File: src/design/scbp_pkg.sv
// Constants and carrier types of the serial controller host bus port
package scbp_pkg;
  localparam int unsigned DW = 8; // Bus byte width
  localparam int unsigned SYN_W = 20; // Pin bits passing the synchroniser
  localparam logic [SYN_W-1:0] SYN_IDLE = 20'h009EA; // Idle level of each pin bit
  localparam int unsigned PTR_W = 4; // Register pointer width
  localparam int unsigned NUM_CH = 2; // Channels A and B
  localparam int unsigned NUM_REG = 16; // Write registers per channel
  localparam int unsigned NUM_SRC = 6; // Interrupt sources, both channels
  localparam int unsigned VS_W = 3; // Status field inside the vector
  localparam int unsigned MUX_CH_BIT = 4; // Channel bit of the muxed address
  localparam int unsigned EXT_SEL_BIT = 0; // Extended overlay enable in reg 15
  localparam int unsigned VEC_LSB = 1; // Lowest status bit in the vector
  localparam logic [DW-1:0] VEC_MASK = 8'h0E; // Status bits in the vector
  localparam logic [DW-1:0] BYTE_ZERO = 8'h00; // Empty byte
  localparam logic CH_A = 1'b0; // Channel A select
  localparam logic CH_B = 1'b1; // Channel B select
  // Register indices
  localparam logic [PTR_W-1:0] REG_PTR = 4'h0; // Command and pointer / buffer status
  localparam logic [PTR_W-1:0] REG_STAT = 4'h0;
  localparam logic [PTR_W-1:0] REG_SPEC = 4'h1;
  localparam logic [PTR_W-1:0] REG_VEC = 4'h2;
  localparam logic [PTR_W-1:0] REG_PEND = 4'h3;
  localparam logic [PTR_W-1:0] REG_EXT = 4'h7;
  localparam logic [PTR_W-1:0] REG_DATA = 4'h8;
  localparam logic [PTR_W-1:0] REG_MASTER = 4'h9;
  localparam logic [PTR_W-1:0] REG_MISC = 4'hA;
  localparam logic [PTR_W-1:0] REG_BAUD_LO = 4'hC;
  localparam logic [PTR_W-1:0] REG_BAUD_HI = 4'hD;
  localparam logic [PTR_W-1:0] REG_EXTCTL = 4'hF;
  // Vector status codes per pending bit, bit 5 is highest priority
  localparam logic [VS_W-1:0] VS_NONE = 3'h3;
  localparam logic [VS_W-1:0] VS_CODE [NUM_SRC] = '{3'h1, 3'h0, 3'h2, 3'h5, 3'h4, 3'h6};
  // Bus port states
  typedef enum logic [1:0] {
    ST_IDLE = 2'b00,
    ST_READ = 2'b01,
    ST_WRITE = 2'b10,
    ST_RESET = 2'b11
  } scbp_state_type;
  // One register access as handed to the channel engines
  typedef struct packed {
    logic ch;
    logic [PTR_W-1:0] idx;
    logic is_data;
    logic [DW-1:0] data;
  } scbp_access_type;
  // Live status of one channel
  typedef struct packed {
    logic [DW-1:0] buf_ext;
    logic [DW-1:0] special;
    logic [DW-1:0] misc;
    logic [DW-1:0] rx_data;
  } scbp_chan_stat_type;
endpackage

File: src/design/scbp_host_port.sv
// Host bus port and register set of the dual channel serial controller
`timescale 1ns/1ps
// Function
// Selected read strobe reads and drives bus
// Vector driven only when highest priority requester
// Selected store strobe writes addressed register
// Read plus store strobe means reset
// Muxed lines carry address then data
// Address latched on address strobe rising edge
// First select latched; transfer needs it
// Host holds second select whole transaction
// Timing strobe moves data, direction picks
// Address plus timing strobe means reset
// Direction line sampled for read or write
// Sixteen write, eight read registers per channel; code reads nine, data register included
// Channel B vector readback includes status
// Pending flags only in channel A
// Vector and master registers shared
// Baud divisor written and read bytewise
// Register zero reports buffer, external status
// Register zero takes commands and pointer
// Extended register only on non-muxed variant
// Status updates itself without host action
// Polling reads one status register
// One register shows both channels pending
// Part select qualifies every access; code skips it for strobe reset and acknowledge cycle
// Data select high means data transfer
// Channel select picks channel A or B
// Acknowledge input sampled on clock edge
// Pointer write then access, pointer returns
module scbp_host_port #(
  parameter bit MUXED_BUS = 1'b0 // Multiplexed bus variant when set
) (
  input wire logic i_clk_sys,
  input wire logic i_rst_n,
  input wire logic [scbp_pkg::DW-1:0] i_bus_data, // Data or muxed address/data lines
  output logic [scbp_pkg::DW-1:0] o_bus_data,
  output logic o_bus_data_oe, // High while driving the lines
  input wire logic i_part_select_n,
  input wire logic i_chan_sel_b,
  input wire logic i_data_cmd_sel,
  input wire logic i_read_strobe_n,
  input wire logic i_store_strobe_n,
  input wire logic i_addr_latch_strobe_n,
  input wire logic i_first_select_n,
  input wire logic i_second_select,
  input wire logic i_transfer_timing_strobe_n,
  input wire logic i_read_not_write,
  input wire logic i_irq_ack_cycle_n,
  input wire logic i_iei,
  input scbp_pkg::scbp_chan_stat_type i_stat_a, // Live channel A status
  input scbp_pkg::scbp_chan_stat_type i_stat_b, // Live channel B status
  input wire logic [scbp_pkg::NUM_SRC-1:0] i_pending, // Pending bits, both channels
  output scbp_pkg::scbp_access_type o_write_evt,
  output logic o_write_evt_vld,
  output scbp_pkg::scbp_access_type o_read_evt,
  output logic o_read_evt_vld,
  output logic o_bus_reset,
  output logic o_ack_taken
);
  import scbp_pkg::*;

  // Pins gathered for synchronising
  logic [SYN_W-1:0] raw_w;
  logic [SYN_W-1:0] syn_w;
  assign raw_w = {i_bus_data, i_part_select_n, i_chan_sel_b, i_data_cmd_sel, i_read_strobe_n,
                  i_store_strobe_n, i_addr_latch_strobe_n, i_first_select_n, i_second_select,
                  i_transfer_timing_strobe_n, i_read_not_write, i_irq_ack_cycle_n, i_iei};

  // Two flip-flops per pin bit before any logic
  for (genvar gi = 0; gi < SYN_W; gi++) begin : g_sync
    logic meta_q;
    logic hold_q;
    always_ff @(posedge i_clk_sys) begin
      if (!i_rst_n) begin
        meta_q <= SYN_IDLE[gi];
        hold_q <= SYN_IDLE[gi];
      end else begin
        meta_q <= raw_w[gi];
        hold_q <= meta_q;
      end
    end
    assign syn_w[gi] = hold_q;
  end

  // Synchronised pin levels
  logic [DW-1:0] s_data;
  logic s_part_n, s_chan_b, s_dc, s_rd_n, s_wr_n, s_as_n;
  logic s_cs0_n, s_cs1, s_ds_n, s_rw, s_ack_n, s_iei;
  assign {s_data, s_part_n, s_chan_b, s_dc, s_rd_n, s_wr_n, s_as_n,
          s_cs0_n, s_cs1, s_ds_n, s_rw, s_ack_n, s_iei} = syn_w;

  // State and held values
  scbp_state_type state_q, state_d; // Bus port state
  logic as_prev_q; // Address strobe one sample back
  logic [DW-1:0] addr_q; // Latched muxed address
  logic cs0_lat_q; // First select latched with address
  logic [PTR_W-1:0] ptr_q; // Register pointer

  // Non-muxed strobe decode
  wire nm_sel_w = ~s_part_n;
  wire nm_rd_w = nm_sel_w & ~s_rd_n & s_wr_n & s_ack_n;
  wire nm_wr_w = nm_sel_w & ~s_wr_n & s_rd_n;
  wire nm_rst_w = ~s_rd_n & ~s_wr_n;
  // Muxed strobe decode
  wire as_rise_w = s_as_n & ~as_prev_q;
  wire mx_go_w = cs0_lat_q & s_cs1 & ~s_ds_n & s_as_n;
  wire mx_rd_w = mx_go_w & s_rw & s_ack_n;
  wire mx_wr_w = mx_go_w & ~s_rw;
  wire mx_rst_w = ~s_as_n & ~s_ds_n;
  // Variant selection
  wire acc_rst_w = MUXED_BUS ? mx_rst_w : nm_rst_w;
  wire acc_rd_w = MUXED_BUS ? mx_rd_w : nm_rd_w;
  wire acc_wr_w = MUXED_BUS ? mx_wr_w : nm_wr_w;
  wire ack_rd_w = ~s_ack_n & (MUXED_BUS ? ~s_ds_n : ~s_rd_n);
  // Addressed channel and register
  wire ch_w = MUXED_BUS ? addr_q[MUX_CH_BIT] : s_chan_b;
  wire [PTR_W-1:0] idx_w = MUXED_BUS ? addr_q[PTR_W-1:0] : (s_dc ? REG_DATA : ptr_q);
  wire is_data_w = (idx_w == REG_DATA);
  wire cmd_w = ~MUXED_BUS & ~s_dc; // Pointer-driven command access

  // Entry and exit events of the state machine
  wire idle_w = (state_q == ST_IDLE);
  wire rst_go_w = (state_q != ST_RESET) & acc_rst_w;
  wire rd_go_w = idle_w & ~acc_rst_w & acc_rd_w;
  wire ack_go_w = idle_w & ~acc_rst_w & ack_rd_w;
  wire wr_go_w = idle_w & ~acc_rst_w & ~ack_rd_w & acc_wr_w;
  wire rd_end_w = (state_q == ST_READ) & ~(acc_rd_w | ack_rd_w);
  wire clr_w = ~i_rst_n | rst_go_w;

  // Highest priority pending source picks the vector code
  logic [VS_W-1:0] code_w;
  always_comb begin
    code_w = VS_NONE;
    for (int k = 0; k < NUM_SRC; k++) begin
      if (i_pending[k]) begin
        code_w = VS_CODE[k];
      end
    end
  end
  wire vec_drive_w = s_iei & (|i_pending);

  // Write register storage, shared ones held in channel A
  logic [DW-1:0] wreg_w [NUM_CH][NUM_REG];
  logic [DW-1:0] ext_w [NUM_CH];
  wire shared_w = (idx_w == REG_VEC) | (idx_w == REG_MASTER);
  wire st_ch_w = shared_w ? CH_A : ch_w;
  wire ext_sel_w = ~MUXED_BUS & (idx_w == REG_EXT) & wreg_w[ch_w][REG_EXTCTL][EXT_SEL_BIT];

  // One byte per channel and register
  for (genvar gc = 0; gc < NUM_CH; gc++) begin : g_ch
    for (genvar gr = 0; gr < NUM_REG; gr++) begin : g_reg
      logic [DW-1:0] val_q;
      wire we_w = wr_go_w & ~ext_sel_w & (st_ch_w == 1'(gc)) & (idx_w == PTR_W'(gr));
      // Store on the write entry cycle
      always_ff @(posedge i_clk_sys) begin
        if (clr_w) begin
          val_q <= BYTE_ZERO;
        end else if (we_w) begin
          val_q <= s_data;
        end
      end
      assign wreg_w[gc][gr] = val_q;
    end
    logic [DW-1:0] ext_q;
    wire ext_we_w = wr_go_w & ext_sel_w & (ch_w == 1'(gc));
    // Extended overlay on register seven
    always_ff @(posedge i_clk_sys) begin
      if (clr_w) begin
        ext_q <= BYTE_ZERO;
      end else if (ext_we_w) begin
        ext_q <= s_data;
      end
    end
    assign ext_w[gc] = ext_q;
  end

  // Read selection from live status and stored bytes
  scbp_chan_stat_type stat_w;
  assign stat_w = ch_w ? i_stat_b : i_stat_a;
  wire [DW-1:0] vec_base_w = wreg_w[CH_A][REG_VEC];
  wire [DW-1:0] vec_mod_w = (vec_base_w & ~VEC_MASK) | (DW'(code_w) << VEC_LSB);
  wire [DW-1:0] pend_w = (ch_w == CH_A) ? DW'(i_pending) : BYTE_ZERO;
  wire back_w = (idx_w == REG_BAUD_LO) | (idx_w == REG_BAUD_HI) | (idx_w == REG_EXTCTL);
  wire [DW-1:0] rd_byte_w =
    (idx_w == REG_STAT) ? stat_w.buf_ext :
    (idx_w == REG_SPEC) ? stat_w.special :
    (idx_w == REG_VEC) ? ((ch_w == CH_B) ? vec_mod_w : vec_base_w) :
    (idx_w == REG_PEND) ? pend_w :
    (idx_w == REG_DATA) ? stat_w.rx_data :
    (idx_w == REG_MISC) ? stat_w.misc :
    back_w ? wreg_w[ch_w][idx_w] : BYTE_ZERO;
  wire [DW-1:0] pick_w = ack_go_w ? vec_mod_w : rd_byte_w;

  // Next state of the bus port
  always_comb begin
    state_d = state_q;
    unique case (state_q)
      ST_IDLE: begin
        if (acc_rst_w) state_d = ST_RESET;
        else if (acc_rd_w | ack_rd_w) state_d = ST_READ;
        else if (acc_wr_w) state_d = ST_WRITE;
      end
      ST_READ: begin
        if (acc_rst_w) state_d = ST_RESET;
        else if (~(acc_rd_w | ack_rd_w)) state_d = ST_IDLE;
      end
      ST_WRITE: begin
        if (acc_rst_w) state_d = ST_RESET;
        else if (~acc_wr_w) state_d = ST_IDLE;
      end
      ST_RESET: begin
        if (~acc_rst_w) state_d = ST_IDLE;
      end
    endcase
  end
  wire oe_d = (state_d == ST_READ) & (o_bus_data_oe | rd_go_w | (ack_go_w & vec_drive_w));

  // Muxed address and first select latch
  always_ff @(posedge i_clk_sys) begin
    if (!i_rst_n) begin
      as_prev_q <= 1'b1;
      addr_q <= BYTE_ZERO;
      cs0_lat_q <= 1'b0;
    end else begin
      as_prev_q <= s_as_n;
      if (as_rise_w) begin
        addr_q <= s_data;
        cs0_lat_q <= ~s_cs0_n;
      end
    end
  end

  // Register pointer: set by a command write, cleared after use
  wire [PTR_W-1:0] ptr_wr_w = (ptr_q == REG_PTR) ? s_data[PTR_W-1:0] : REG_PTR;
  always_ff @(posedge i_clk_sys) begin
    if (clr_w) begin
      ptr_q <= REG_PTR;
    end else if (wr_go_w & cmd_w) begin
      ptr_q <= ptr_wr_w;
    end else if (rd_end_w & cmd_w) begin
      ptr_q <= REG_PTR;
    end
  end

  // State and bus drivers
  always_ff @(posedge i_clk_sys) begin
    if (!i_rst_n) begin
      state_q <= ST_IDLE;
      o_bus_data <= BYTE_ZERO;
      o_bus_data_oe <= 1'b0;
    end else begin
      state_q <= state_d;
      o_bus_data_oe <= oe_d;
      if (rd_go_w | ack_go_w) o_bus_data <= pick_w;
    end
  end

  // Event pulses to the channel engines
  always_ff @(posedge i_clk_sys) begin
    if (!i_rst_n) begin
      o_write_evt <= '0;
      o_write_evt_vld <= 1'b0;
      o_read_evt <= '0;
      o_read_evt_vld <= 1'b0;
      o_bus_reset <= 1'b0;
      o_ack_taken <= 1'b0;
    end else begin
      o_write_evt_vld <= wr_go_w;
      o_read_evt_vld <= rd_go_w & is_data_w;
      o_bus_reset <= rst_go_w;
      o_ack_taken <= ack_go_w & vec_drive_w;
      if (wr_go_w) o_write_evt <= '{ch: ch_w, idx: idx_w, is_data: is_data_w, data: s_data};
      if (rd_go_w) o_read_evt <= '{ch: ch_w, idx: idx_w, is_data: is_data_w, data: rd_byte_w};
    end
  end
endmodule

File: config.mk
export PLATFORM = sky130hd
export DESIGN_NAME = scbp_host_port
export DESIGN_NICKNAME = d
export VERILOG_FILES = /design/src/design/scbp_pkg.sv /design/src/design/scbp_host_port.sv
export SDC_FILE = /design/constraint.sdc
export NUM_CORES = 1
export LEC_CHECK = 0
export ABC_CLOCK_PERIOD_IN_PS = 4600
export BUFFER_PORTS_ARGS = -buffer_cell sky130_fd_sc_hd__buf_2
export CORE_MARGIN = 2
export CORE_UTILIZATION = 40
export CTS_BUF_LIST = sky130_fd_sc_hd__clkbuf_8
export DETAILED_ROUTE_END_ITERATION = 12
export MAX_ROUTING_LAYER = met4
export PLACE_DENSITY = 0.67
export SLEW_MARGIN = 10
export SYNTH_ARGS = -nofsm -noshare
export SYNTH_HDL_FRONTEND = slang
export SYNTH_SLANG_ARGS = --single-unit
export TNS_END_PERCENT = 10
File: constraint.sdc
create_clock -name i_clk_sys -period 4.6 [get_ports i_clk_sys]
set_input_delay 0.92 -clock i_clk_sys [delete_from_list [all_inputs] [get_ports i_clk_sys]]
set_output_delay 0.92 -clock i_clk_sys [all_outputs]
set_load 0.05 [all_outputs]
After elaboration in Yosys (flattened, before gate mapping). Index checks and enable logic that the tools add are counted.

Magnitude comparators: 2. Equal/unequal tests: 20. Multiplexer cells: 37. Bitwise logic cells: 78. Reductions and logical operators: 5.

Operators with widths (count): $mux W128 (3); $mux W8 (11); $and A1 B1 Y1 (56); $bmux W8 S4 (1); $eq A4 B4 Y1 const B (8); $mux W32 (1); $mux W2 (9); $eq A4 B3 Y1 const B (4); $mux W4 (4); $mux W3 (5); $not A1 Y1 (11); $eq A4 B2 Y1 const B (2); $logic_not A4 Y1 (2); $or A1 B1 Y1 (8); $or A8 B4 Y8 (1); $pmux W2 S4 (1); $mux W6 (1); $reduce_or A6 Y1 (1); $ge A5 B5 Y1 const B (1); $not A4 Y5 (1); $eq A2 B1 Y1 const B (2); $eq A2 B2 Y1 const B (2); $eq A4 B1 Y1 const B (1); $ge A2 B2 Y1 const B (1); 5 further kinds (5).

Register bits after elaboration: 333. Logic and storage cells: 220.

Depth between registers and ports, before layout.
Depth after elaboration: 15. Depth in mapped cells: 10.

Worst setup path before layout. Ideal clock, no wire load.

Path kind: input port to flip-flop. Start point: input i_rst_n. End point: register o_read_evt[3] in the netlist's numbering. Setup time: 0.079 ns. Arrival time: 2.405 ns. Required time: 4.521 ns. Path slack: 2.116 ns. Stages: 6. Buffers on the path: 1. Path through: clkbuf_1 clkinv_1 nor3_1 o2111ai_1 or3_1 o211ai_1.

RTL lines: from (decl) (line scbp_host_port.sv:35) `input wire logic i_rst_n,`; to (signal assigned) (line scbp_host_port.sv:274) `if (rd_go_w) o_read_evt <= '{ch: ch_w, idx: idx_w, is_data: is_data_w, data: rd_byte_w};`; to (decl) (line scbp_host_port.sv:56) `output scbp_pkg::scbp_access_type o_read_evt,`.

Final worst setup path.
Start point: register ptr_q[0]. End point: register o_bus_data[6] in the netlist's numbering.

Cells in the longest elaborated chain, start to end: 13.

RTL lines: from (decl) (line scbp_host_port.sv:98) `logic [PTR_W-1:0] ptr_q;`; from (signal assigned) (line scbp_host_port.sv:240) `ptr_q <= ptr_wr_w;`; $mux W4 (*) (line scbp_host_port.sv:118) `wire [PTR_W-1:0] idx_w = MUXED_BUS ? addr_q[PTR_W-1:0] : (s_dc ? REG_DATA : ptr_q);`; $not A4 Y5 (implied by the code) (line scbp_host_port.sv:192) `back_w ? wreg_w[ch_w][idx_w] : BYTE_ZERO;`; $bmux W8 S4 (line scbp_host_port.sv:192); $mux W8 (implied by the code) (2 in series) (line scbp_host_port.sv:192); $mux W8 (line scbp_host_port.sv:192); $mux W8 (line scbp_host_port.sv:191) `(idx_w == REG_MISC) ? stat_w.misc :`; $mux W8 (line scbp_host_port.sv:190) `(idx_w == REG_DATA) ? stat_w.rx_data :`; $mux W8 (line scbp_host_port.sv:189) `(idx_w == REG_PEND) ? pend_w :`; $mux W8 (line scbp_host_port.sv:188) `(idx_w == REG_VEC) ? ((ch_w == CH_B) ? vec_mod_w : vec_base_w) :`; $mux W8 (line scbp_host_port.sv:187) `(idx_w == REG_SPEC) ? stat_w.special :`; $mux W8 (*) (line scbp_host_port.sv:186) `(idx_w == REG_STAT) ? stat_w.buf_ext :`; $mux W8 (*) (line scbp_host_port.sv:193) `wire [DW-1:0] pick_w = ack_go_w ? vec_mod_w : rd_byte_w;`; to (signal assigned) (line scbp_host_port.sv:255) `if (rd_go_w | ack_go_w) o_bus_data <= pick_w;`; to (decl) (line scbp_host_port.sv:37) `output logic [scbp_pkg::DW-1:0] o_bus_data,`.

Mark *: on every way between the ends. The rest lies on a longest branch, timed or not. The select of a mux whose other input is x is not followed. A chain may end at the register's enable or synchronous reset.

==> flow_summary.yaml <==
status:
  status: "finished, final reports clean"
timing:
  timing.fmax_ghz: 0.280
  fin_tns_setup_ns: 0
  rsz0062_at_grt: "no"
  holdWs_ns: 0.401
  fin_crit_ns: 3.57
  skew_ns: 0.0198
  slew-limit-headroom_pct: 11.4
  hold_viol_final: 0
  tightest_slew_ns: 1.33
  final_max_slew_viol_count: 0
  setup_violations: 0
  finalCritPeriodShare_pct: 77.6
layout:
  final_util_pct: 45.9
  final_cell_mix: "295 x dfxtp_1, 207 x mux2i_1, 196 x nand2_1"
  layout_commonest_cell: "dfxtp_1"
  final_layout_size_suffix_gt1_share_pct: 16.3
  nets: 1723
  area_delta_synth_final_pct: 13.2
  fill_cells: 3192
drt:
  post_drt_wl_per_cell_um: 18.5
  drtIter0Drc: 1157
  drc: 0
  ant_nets: 0
  first_pass_iters: 7
  post_drt_via_cell_ratio: 5.60
  vias: 11832
  drt_wl_total_um: 39000
worst_setup_path:
  required_ns: 5.02
  critical_path.max_fanout: 26
  start_kind: "flop"
  crit_slowest_cell: "or3b_1"
  path_cells: "or3b_1, buf_4, o22ai_1, o21ai_0, nand2_1, o21ai_0, a31oi_1"
  critPathKind: "flop to flop"
  endpoint_kind: "flop"
  path_common_cell: "o21ai_0"
  crit_arrival_ns: 3.99
  max_stage_delay_ns: 0.89
global_routing:
  grt_overflow: 0
  grtUsageTotal_pct: 22.0
  antenna_found_initial: 1
  grt_pass1_vias: 11304
  grt_pass1_wl_um: 61300
  grt_max_degree: 215
floorplanning:
  die_x_um: 188
  initial_core_util_pct: 40.6
  core-area_um2: 33400
  fp.dieH_um: 188
  rows: 67
  dieArea_um2: 35400
  io_pins: 133
placement:
  hpwl_um: 24700
  gp_congestion: 0.903
  io_buffers: 127
clock_tree:
  clk_path_buf_depth: 3
  root_buffer: "clkbuf_8"
  htree_levels: 2
  cts_tree: "done"
  clk_pin_slew_ns: 0.06
  cts_hold_buf: 0
  numCtsBuffers: 49
  clock_latency_ns: 0.57
  cts.sinks: 300
  ctsResizeCount: 0
  cts_setup_buffers: 0
power:
  leakagePower_nw: 5.50
  power_density_nw_per_um2: 334
  vdd_drop_max_mv: 0.161
yosys:
  avgSynthCellArea_um2: 8.67
  async_flop_share_pct: 0
  ys_seq_area_share_pct: 44.3
  syn_nets: 1657
  ys.flop_type: "dfxtp_1"
  yosysWarnings: 0
  yosysUniqueCellTypes: 74
  synth_edf_count: 0
  synth-seq-cells: 300
  synthCells: 1565
  syn_area_um2: 13600
job:
  drv_cap: 0
worst_hold_path:
  hold_path.class: "flop to flop"
==> critical path, delay by kind of cell, from the launching register on <==
| family | cells | cell delay, ns |
|---|---|---|
| compound gates | 4 | 1.08 |
| flops | 1 | 0.85 |
| buf+inv | 1 | 0.43 |
| simple gates | 2 | 1.05 |
==> sequential cells by signal (all words and copies together), names as in the netlist <==
signal	count
o_read_evt	14
o_ack_taken	1
g_ch.g.val_q	223
o_write_evt_vld	1
ptr_q	4
o_write_evt	14
o_bus_data_oe	1
g_sync.hold_q	14
o_read_evt_vld	1
o_bus_reset	1
ch_w	1
state_q	2
g_sync.meta_q	15
o_bus_data	8
==> per-layer routing <==
layer	vias up	share of wire (%)	GRT usage (%)
met4	0	2.8	6.97
li1	5632	-	-
met3	90	7.5	3.87
met2	480	46	34.9
met1	5630	44	28.6
met5	-	0	-
==> metrics by stage <==
step           instances  worst slack, ns  power [W]  area (um^2)
2_1_floorplan       1565             2.12    0.00283        13600
3_3_place_gp        2028             1.27    0.00293        14400
3_5_place_dp        2028             1.21    0.00293        14400
4_1_cts             2110             1.18    0.00517        15400
5_1_grt             2111            0.884    0.00531        15400
6_report            2111             1.03    0.00514        15400
==> worst paths after layout <==
path | start | end | slack [ns] | cells after the start
setup / recovery | ptr_q[0] | o_bus_data[6] | 1.03 | 7
hold / removal | g_sync[1].meta_q | g_sync[1].hold_q | 0.40 | 1
setup reg to reg | ptr_q[0] | o_bus_data[6] | 1.03 | 7
hold reg to reg | g_sync[1].meta_q | g_sync[1].hold_q | 0.40 | 1
==> power breakdown <==
| part | switching [W] | leakage [nW] | total, W | internal, W |
|---|---|---|---|---|
| clock network | 0.00102 | 0.556 | 0.00226 | 0.00124 |
| logic | 0.000145 | 2.52 | 0.000232 | 0.0000863 |
| registers | 0.0000362 | 2.42 | 0.00265 | 0.00261 |
==> cells in the mapped netlist, types with 3 or more instances <==
cell | instances | area, um^2
a21o_1 | 8 | 60.1
or3_1 | 3 | 18.8
nor2_2 | 13 | 81.3
clkbuf_1 | 77 | 289
and3_1 | 3 | 18.8
buf_1 | 7 | 26.3
a211oi_1 | 8 | 60.1
dfxtp_1 | 300 | 6010
mux2_2 | 8 | 90.1
nand4_1 | 5 | 31.3
nor3_1 | 12 | 60.1
and2_1 | 35 | 219
nand2_1 | 196 | 736
a2bb2oi_1 | 3 | 26.3
o22ai_1 | 54 | 338
nor2_1 | 115 | 432
nand2b_1 | 13 | 81.3
a31oi_1 | 4 | 25.0
nor2_8 | 4 | 80.1
nand3_1 | 20 | 100
nor2_4 | 6 | 67.6
buf_4 | 5 | 37.5
o2111ai_1 | 4 | 35.0
mux2i_1 | 207 | 2070
a21oi_1 | 161 | 806
nor2b_1 | 3 | 18.8
o21bai_1 | 3 | 22.5
o211ai_1 | 8 | 60.1
o221ai_1 | 3 | 26.3
nor4_1 | 4 | 25.0
a22oi_1 | 11 | 82.6
buf_2 | 47 | 235
o21ai_0 | 157 | 786
inv_1 | 6 | 22.5
nand3b_1 | 4 | 30.0
==> cell type report <==
| class | instances | area (um^2) | area share [%] |
|---|---|---|---|
| multi-input combinational | 1119 | 6940 | 45.2 |
| clock buffer | 61 | 840 | 5.46 |
| clock inverter | 21 | 108 | 0.700 |
| inverter | 7 | 26.3 | 0.171 |
| sequential | 300 | 6010 | 39.1 |
| tap | 448 | 561 | 3.65 |
| timing repair buffer | 154 | 876 | 5.70 |
| antenna | 1 | 2.50 | 0.0163 |
==> kinds of logic after synthesis <==
kind of cell           count (synthesis)  synth area share, %
AND/OR/NAND/NOR                      460                 16.3
AO/OA/AOI/OAI                        443                 18.7
flip-flops                           300                 44.3
multiplexers                         216                 16.1
buffers and inverters                146                 4.68
Note: power is estimated with default switching activity, not from simulation.
